$ cat src/inc/ppd_pkg.sv
// constants and types shared by the push-button pulse dialler
`default_nettype none
package ppd_pkg;
  localparam int MCLK_KHZ = 40000;
  localparam int REF_KHZ = 20;
  localparam logic [11:0] TICK_DIV = 12'(MCLK_KHZ / REF_KHZ);
  localparam int PULSE_DIV = 2047;
  localparam int RATIO_GND_PCT = 62;
  localparam int RATIO_OPEN_PCT = 66;
  localparam int PAUSE_GND_MS = 833;
  localparam int PAUSE_OPEN_MS = 433;
  localparam int DEB_MS = 10;
  localparam int TCNT_W = 15;
  localparam logic [TCNT_W-1:0] PERIOD_LAST = 15'(PULSE_DIV - 1);
  localparam logic [TCNT_W-1:0] BRK_GND = 15'(PULSE_DIV * RATIO_GND_PCT / 100);
  localparam logic [TCNT_W-1:0] BRK_OPEN = 15'(PULSE_DIV * RATIO_OPEN_PCT / 100);
  localparam logic [TCNT_W-1:0] PAUSE_GND = 15'(PAUSE_GND_MS * REF_KHZ);
  localparam logic [TCNT_W-1:0] PAUSE_OPEN = 15'(PAUSE_OPEN_MS * REF_KHZ);
  localparam logic [7:0] DEB_TICKS = 8'(DEB_MS * REF_KHZ);
  localparam int PTR_W = 5;
  localparam logic [PTR_W-1:0] STORE_DEPTH = 5'h12;
  localparam logic [PTR_W-1:0] HOLD_DEPTH = 5'h11;
  localparam logic [3:0] CODE_RSV_F = 4'hF;
  localparam logic [3:0] CODE_RSV_E = 4'hE;
  typedef enum logic [2:0] {
    ST_IDLE, ST_FETCH, ST_DECODE, ST_BREAK, ST_MAKE, ST_PAUSE
  } ppd_state_t;
endpackage : ppd_pkg
`default_nettype wire

$ cat src/inc/ppd_store_if.sv
// figure store port between the dialler control and the store memory
`default_nettype none
interface ppd_store_if;
  logic wr_en;
  logic [ppd_pkg::PTR_W-1:0] wr_addr;
  logic [3:0] wr_data;
  logic [ppd_pkg::PTR_W-1:0] rd_addr;
  logic [3:0] rd_data;
  modport ctl (output wr_en, output wr_addr, output wr_data, output rd_addr, input rd_data);
  modport mem (input wr_en, input wr_addr, input wr_data, input rd_addr, output rd_data);
endinterface : ppd_store_if
`default_nettype wire

$ cat src/rtl/ppd_fig_store.sv
// four lanes of eighteen figure cells with a registered read port
`default_nettype none
module ppd_fig_store (
  input wire logic mclk,
  input wire logic ce,
  ppd_store_if.mem st
);
  logic [3:0] cell_reg [ppd_pkg::STORE_DEPTH];

  always_ff @(posedge mclk) begin
    if (ce && st.wr_en) begin
      cell_reg[st.wr_addr] <= st.wr_data;
    end
  end

  always_ff @(posedge mclk) begin
    if (ce) begin
      st.rd_data <= cell_reg[st.rd_addr];
    end
  end
endmodule : ppd_fig_store
`default_nettype wire

$ cat src/rtl/ppd_dialler.sv
// push-button to loop-disconnect pulse dialler control
`default_nettype none
// Functional notes
// - Key codes go into a four-lane, eighteen-figure store.
// - Debounced strobe enters each key press exactly once.
// - Each stored figure loads a counter; that many pulses are sent.
// - Interdigital interval enforced; off-normal drives during dialling.
// - Off-normal released during each interdigital pause.
// - Dial-pulse and off-normal outputs drive external relay transistors.
// - Dial pulse period is 2047 device clock periods.
// - Reset clears all control state; reset length set outside.
// - Negative logic: low pin level is one.
// - Codes 1111 and 1110 are never stored as figures.
// - Key code to figure decoding per fixed table with don't-cares.
// - Register control at zero blocks output and retains up to 17 figures.
// - Hold pulses recall figures; key entry continues meanwhile.
// - Pause option: grounded 833 ms, open 433 ms.
// - Ratio option: grounded break 0.62, open 0.66.
module ppd_dialler #(
  parameter logic [11:0] tick_div = ppd_pkg::TICK_DIV
) (
  input wire logic mclk,
  input wire logic rst,
  input wire logic ce,
  input wire logic [3:0] key_n,
  input wire logic strobe_n,
  input wire logic hold_pin,
  input wire logic pause_gnd,
  input wire logic ratio_gnd,
  output logic dial_pulse_n,
  output logic off_normal_n,
  output logic [ppd_pkg::PTR_W-1:0] pending
);
  localparam logic [ppd_pkg::PTR_W-1:0] P_ONE = 5'h01;

  ppd_store_if sif ();
  ppd_fig_store u_store (.mclk(mclk), .ce(ce), .st(sif));

  logic [7:0] s1_reg, s2_reg;
  logic [11:0] pre_reg;
  logic tick;
  logic [7:0] deb_reg;
  logic armed_reg;
  logic accept, reserved, wr_ok, take, recall, drop;
  logic hold_d_reg;
  logic [ppd_pkg::PTR_W-1:0] wr_ptr_reg, rd_ptr_reg, used_reg, hist_reg;
  ppd_pkg::ppd_state_t st_reg;
  logic [ppd_pkg::TCNT_W-1:0] tcnt_reg, brk_len, pause_len;
  logic [1:0] opt_reg;
  logic [3:0] pcnt_reg;
  logic dial_reg, onorm_reg;
  logic [3:0] code;
  logic stb, hold;

  function automatic logic [ppd_pkg::PTR_W-1:0] ppd_inc(input logic [ppd_pkg::PTR_W-1:0] p);
    ppd_inc = (p == ppd_pkg::STORE_DEPTH - P_ONE) ? '0 : p + P_ONE;
  endfunction : ppd_inc

  function automatic logic [ppd_pkg::PTR_W-1:0] ppd_dec(input logic [ppd_pkg::PTR_W-1:0] p);
    ppd_dec = (p == '0) ? ppd_pkg::STORE_DEPTH - P_ONE : p - P_ONE;
  endfunction : ppd_dec

  // key code to pulse count; unlisted codes give no pulses
  function automatic logic [3:0] ppd_pulses(input logic [3:0] c);
    casez (c)
      4'b0000: ppd_pulses = 4'h1;
      4'b0001: ppd_pulses = 4'h2;
      4'b0010: ppd_pulses = 4'h3;
      4'b?100: ppd_pulses = 4'h4;
      4'b01?1: ppd_pulses = 4'h5;
      4'b0110: ppd_pulses = 4'h6;
      4'b1000: ppd_pulses = 4'h7;
      4'b1??1: ppd_pulses = 4'h8;
      4'b1010: ppd_pulses = 4'h9;
      4'b0011: ppd_pulses = 4'hA;
      default: ppd_pulses = 4'h0;
    endcase
  endfunction : ppd_pulses

  // every key, strobe, hold and option pin crosses two flops before use; rst and ce are used directly
  always_ff @(posedge mclk) begin
    if (rst) begin
      s1_reg <= 8'h1E;
      s2_reg <= 8'h1E;
    end else if (ce) begin
      s1_reg <= {ratio_gnd, pause_gnd, hold_pin, strobe_n, key_n};
      s2_reg <= s1_reg;
    end
  end

  assign code = ~s2_reg[3:0];
  assign stb = ~s2_reg[4];
  assign hold = s2_reg[5];
  // options latched per figure: a pin change mid-count could otherwise skip the end match
  assign brk_len = opt_reg[1] ? ppd_pkg::BRK_GND : ppd_pkg::BRK_OPEN;
  assign pause_len = opt_reg[0] ? ppd_pkg::PAUSE_GND : ppd_pkg::PAUSE_OPEN;

  // device clock tick, stands in for the outside two-phase clock
  always_ff @(posedge mclk) begin
    if (rst) begin
      pre_reg <= '0;
    end else if (ce) begin
      pre_reg <= (pre_reg == tick_div - 12'h001) ? '0 : pre_reg + 12'h001;
    end
  end
  assign tick = ce && (pre_reg == tick_div - 12'h001);

  // strobe must stay asserted, then released, for a full window; bounce restarts it
  always_ff @(posedge mclk) begin
    if (rst) begin
      deb_reg <= '0;
      armed_reg <= 1'b1;
    end else if (ce) begin
      if (armed_reg != stb) begin
        deb_reg <= '0;
      end else if (tick) begin
        if (deb_reg == ppd_pkg::DEB_TICKS - 8'h01) begin
          deb_reg <= '0;
          armed_reg <= ~armed_reg;
        end else begin
          deb_reg <= deb_reg + 8'h01;
        end
      end
    end
  end
  assign accept = tick && armed_reg && stb && (deb_reg == ppd_pkg::DEB_TICKS - 8'h01);
  assign reserved = (code == ppd_pkg::CODE_RSV_F) || (code == ppd_pkg::CODE_RSV_E);
  // while held one cell stays free so the retained number cannot be overrun
  assign wr_ok = accept && !reserved &&
                 (used_reg < (hold ? ppd_pkg::HOLD_DEPTH : ppd_pkg::STORE_DEPTH));
  assign take = (st_reg == ppd_pkg::ST_FETCH);
  // a recall must not step onto the only history cell that an entry overwrites now
  assign recall = ce && hold && !hold_d_reg && (st_reg == ppd_pkg::ST_IDLE) &&
                  (hist_reg != '0) && (used_reg < ppd_pkg::HOLD_DEPTH) &&
                  !(drop && hist_reg == P_ONE);
  assign drop = wr_ok && (used_reg + hist_reg == ppd_pkg::STORE_DEPTH);

  assign sif.wr_en = wr_ok;
  assign sif.wr_addr = wr_ptr_reg;
  assign sif.wr_data = code;
  assign sif.rd_addr = rd_ptr_reg;

  always_ff @(posedge mclk) begin
    if (rst) begin
      hold_d_reg <= 1'b0;
    end else if (ce) begin
      hold_d_reg <= hold;
    end
  end

  // pointers: unsent figures follow rd_ptr, dialled ones stay behind it for recall
  always_ff @(posedge mclk) begin
    if (rst) begin
      wr_ptr_reg <= '0;
      rd_ptr_reg <= '0;
      used_reg <= '0;
      hist_reg <= '0;
    end else if (ce) begin
      if (wr_ok) begin
        wr_ptr_reg <= ppd_inc(wr_ptr_reg);
      end
      if (take) begin
        rd_ptr_reg <= ppd_inc(rd_ptr_reg);
      end else if (recall) begin
        rd_ptr_reg <= ppd_dec(rd_ptr_reg);
      end
      used_reg <= used_reg + {4'h0, wr_ok} + {4'h0, recall} - {4'h0, take};
      hist_reg <= hist_reg + {4'h0, take} - {4'h0, recall} - {4'h0, drop};
    end
  end

  always_ff @(posedge mclk) begin
    if (rst) begin
      st_reg <= ppd_pkg::ST_IDLE;
      tcnt_reg <= '0;
      pcnt_reg <= '0;
      opt_reg <= '0;
    end else if (ce) begin
      case (st_reg)
        ppd_pkg::ST_IDLE: begin
          if (used_reg != '0 && !hold) begin
            st_reg <= ppd_pkg::ST_FETCH;
          end
        end
        ppd_pkg::ST_FETCH: st_reg <= ppd_pkg::ST_DECODE;
        ppd_pkg::ST_DECODE: begin
          pcnt_reg <= ppd_pulses(sif.rd_data);
          opt_reg <= s2_reg[7:6];
          tcnt_reg <= '0;
          st_reg <= (ppd_pulses(sif.rd_data) == 4'h0) ? ppd_pkg::ST_IDLE : ppd_pkg::ST_BREAK;
        end
        ppd_pkg::ST_BREAK: begin
          if (tick) begin
            tcnt_reg <= tcnt_reg + 15'h0001;
            if (tcnt_reg == brk_len - 15'h0001) begin
              st_reg <= ppd_pkg::ST_MAKE;
            end
          end
        end
        ppd_pkg::ST_MAKE: begin
          if (tick) begin
            if (tcnt_reg == ppd_pkg::PERIOD_LAST) begin
              tcnt_reg <= '0;
              pcnt_reg <= pcnt_reg - 4'h1;
              st_reg <= (pcnt_reg == 4'h1) ? ppd_pkg::ST_PAUSE : ppd_pkg::ST_BREAK;
            end else begin
              tcnt_reg <= tcnt_reg + 15'h0001;
            end
          end
        end
        ppd_pkg::ST_PAUSE: begin
          if (tick) begin
            tcnt_reg <= tcnt_reg + 15'h0001;
            if (tcnt_reg == pause_len - 15'h0001) begin
              st_reg <= ppd_pkg::ST_IDLE;
            end
          end
        end
        default: st_reg <= ppd_pkg::ST_IDLE;
      endcase
    end
  end

  // relay drives, low level energises the external transistor
  always_ff @(posedge mclk) begin
    if (rst) begin
      dial_reg <= 1'b0;
      onorm_reg <= 1'b0;
    end else if (ce) begin
      dial_reg <= (st_reg == ppd_pkg::ST_BREAK);
      onorm_reg <= (st_reg == ppd_pkg::ST_DECODE) || (st_reg == ppd_pkg::ST_BREAK) ||
                   (st_reg == ppd_pkg::ST_MAKE);
    end
  end
  assign dial_pulse_n = ~dial_reg;
  assign off_normal_n = ~onorm_reg;
  assign pending = used_reg;
endmodule : ppd_dialler
`default_nettype wire

$ cat config.mk
export PLATFORM = sky130hd
export DESIGN_NAME = ppd_dialler
export DESIGN_NICKNAME = d
export VERILOG_FILES = /design/src/inc/ppd_pkg.sv /design/src/inc/ppd_store_if.sv /design/src/rtl/ppd_fig_store.sv /design/src/rtl/ppd_dialler.sv
export SDC_FILE = /design/constraint.sdc
export NUM_CORES = 1
export LEC_CHECK = 0
export ABC_CLOCK_PERIOD_IN_PS = 5650
export BUFFER_PORTS_ARGS = -buffer_cell sky130_fd_sc_hd__buf_2
export CORE_MARGIN = 2
export CORE_UTILIZATION = 35
export CTS_BUF_LIST = sky130_fd_sc_hd__clkbuf_4
export CTS_CLUSTER_DIAMETER = 120
export DETAILED_ROUTE_END_ITERATION = 8
export GPL_TIMING_DRIVEN = 1
export HOLD_SLACK_MARGIN = 0.08
export PLACE_DENSITY_LB_ADDON = 0.15
export REMOVE_ABC_BUFFERS = 1
export SLEW_MARGIN = 20
export SYNTH_ARGS = -nofsm -noshare
export SYNTH_HDL_FRONTEND = slang
export SYNTH_SLANG_ARGS = --single-unit
$ cat constraint.sdc
create_clock -name mclk -period 5.65 [get_ports mclk]
set_input_delay 0.565 -clock mclk [delete_from_list [all_inputs] [get_ports mclk]]
set_output_delay 0.565 -clock mclk [all_outputs]
set_load 0.03 [all_outputs]
==> reports/qor.yml <==
seqCellArea_mm2: 0.00396
grt_max_degree: 50
route.detailed.drc: 0
first_global_vias: 5360
cts-buffers-inserted: 17
firstDrtPassIters: 5
maxSlewViolCount: 0
ys.flop_type: "dfxtp_1"
syn_to_final_growth_pct: 8.79
layout.nets: 778
fmax_ghz: 0.247
overflow: 0
rows: 54
synth_cells: 718
die_width_um: 153
yosys.area.top_type: "edfxtp_1"
clkLatencyLatePin_ns: 0.57
grt_setup_unrepaired: "false"
ys_types: 61
end_kind: "flop"
tightest_slew_ns: 1.06
ctsHoldBuffers: 0
track_usage_pct: 14.8
setup.worst_path.class: "reg -> reg"
fillers: 2173
layout-drive-gt1-share_pct: 10.8
power_density_mw_per_mm2: 348
cp.arrival_ns: 4.53
drt_wl_total_mm: 16.9
die_y_um: 153
yosysSeqAreaShare_pct: 51.2
htreeDepth: 4
post_cts_resized: 0
hpwl_mm: 11.6
leakagePower_nw: 2.83
max_slew_margin_pct: 29.5
synth_edf_count: 76
vias: 5371
post-route-period-util_pct: 71.8
clock-skew-final_ns: 0.0482
finalCriticalPeriod_ns: 4.06
synth_area_leaders: "edfxtp_1 29%, dfxtp_1 22%, mux4_2 5.8%, ha_1 5.3%, nor2_1 4.8%"
synthArstFlopShare_pct: 0
ys_ff_latch: 160
crit_required_ns: 6.12
layout_commonest_cell: "nor2_1"
outcome: "complete, no violations"
synth.cell_area_mm2: 0.00774
critPathLaunchType: "flop"
layout_common_cells: "99 x nor2_1, 84 x dfxtp_1, 76 x edfxtp_1"
crit_fanout: 9
synth.top_cell.area_share_pct: 29.5
hold_viol: 0
cts_tree: "built"
largest_register_ffs: 72
postRouteAntennaNets: 0
dieArea_mm2: 0.0233
clk_pin_slew_ns: 0.18
timing.setup.tns_ns: 0
antenna_found_initial: 1
placed_cells: 991
clock_sinks: 160
grt_pass1_wl_mm: 27.6
hp-class: "in -> reg"
ir_worst_vdd_uv: 135
setup_violations: 0
gp_congestion: 0.805
multi_input_area_mm2: 0.00352
io_pins: 18
viasPerCell: 5.25
fp.coreArea_mm2: 0.0218
avgSynthCellArea_um2: 10.8
maxCapViolCount: 0
cts_root_buffer: "clkbuf_4"
cts_max_path_buffers: 2
post_drt_wl_per_cell_um: 16.5
drt_iter0_markers: 181
io_buffer_count: 17
yosys_warnings: 0
start_util_pct: 35.6
fin_cells: 1024
post-cts-setup-buffers: 0
[synthesized netlist by cell type, types with 3 or more instances]
| master | number |
|---|---|
| a21oi_1 | 34 |
| nand4_1 | 15 |
| mux2i_1 | 27 |
| xnor2_1 | 25 |
| o21a_1 | 3 |
| fa_1 | 4 |
| nor2b_1 | 3 |
| nor4_1 | 7 |
| nor4b_1 | 4 |
| a211o_1 | 3 |
| mux4_2 | 20 |
| clkbuf_1 | 21 |
| nor2_1 | 99 |
| nand3_1 | 16 |
| buf_1 | 3 |
| a31oi_1 | 6 |
| a211oi_1 | 6 |
| nand3b_1 | 5 |
| nor4bb_1 | 4 |
| nor3_1 | 20 |
| edfxtp_1 | 76 |
| o21ai_0 | 21 |
| a311oi_1 | 3 |
| or2_2 | 4 |
| buf_2 | 3 |
| xor2_1 | 17 |
| inv_1 | 39 |
| and4_1 | 3 |
| nand2_1 | 49 |
| ha_1 | 33 |
| a21o_1 | 3 |
| nand2b_1 | 6 |
| dfxtp_1 | 84 |
| or3_1 | 13 |
| o211ai_1 | 5 |
[routing by layer]
metal	share of wire [%]	global-route usage, %	vias up
met5	0	0	-
met3	2.7	3.13	19
met4	1.6	4.45	0
met2	48	24.9	72
met1	47	19.1	2656
li1	-	-	2624
[metrics by stage]
stage	area [um2]	utilization [%]	setup slack, ns	hold WS [ns]	power (W)
6_report	8420	38.7	1.59	0.220	0.00293
5_1_grt	8420	38.7	1.21	0.177	0.00312
4_1_cts	8420	38.7	1.55	0.176	0.00296
3_5_place_dp	8090	37.2	1.57	0.464	0.00219
3_3_place_gp	8090	37.2	1.71	0.459	0.00219
2_1_floorplan	7640	-	1.92	0.439	0.00197
[power breakdown]
| part | total [W] | internal (W) | switching (W) |
|---|---|---|---|
| Combinational | 0.000775 | 0.000341 | 0.000434 |
| Sequential | 0.00138 | 0.00128 | 0.000106 |
| Clock | 0.000768 | 0.000259 | 0.000509 |
[worst max-delay path: stages, from the launching register on]
cell     delay [ns]
dfxtp_1        0.41
ha_1           0.25
nand2_1        0.08
nor4_1         0.55
and4_1         0.48
inv_1          0.13
nor4_1         0.34
nor2_1         0.10
a21oi_1        0.15
ha_1           0.15
nor2_1         0.05
ha_1           0.27
inv_1          0.04
ha_1           0.22
fa_1           0.38
xor2_1         0.14
nor2_1         0.05
a21oi_1        0.12
nor2_1         0.05
[final timing paths]
path / start / to / slack [ns] / cells past startpoint
worst min register to register: pcnt_reg[1] / pcnt_reg[1] / 0.48 / 2
worst min-delay path: pause_gnd / s1_reg[6] / 0.22 / 3
worst max register to register: deb_reg[1] / hist_reg[3] / 1.59 / 18
worst max-delay path: deb_reg[1] / hist_reg[3] / 1.59 / 18
[cell families (layout without fill, tap and decap cells)]
group | after synthesis | count (layout) | share of synthesized area (%)
buffers and inverters | 67 | 92 | 3.30
other | 0 | 1 | 0
adders and majority gates | 38 | 38 | 6.50
muxes | 47 | 47 | 9.31
xor gates and xnor gates | 42 | 42 | 4.75
AOI/OAI and AO/OA | 101 | 101 | 8.08
DFF | 160 | 160 | 51.2
and+or+nand+nor | 263 | 263 | 16.9
[final cells by class]
type	count	area share, %
diodes	1	0.0297
clock buffers	17	1.52
clock inverters	15	2.35
inverters	40	1.78
multi-input cells	491	41.8
flip-flops and latches	160	47.1
well taps	280	4.16
repair buffers	20	1.28
No activity file was read; power rests on OpenSTA's default activity.
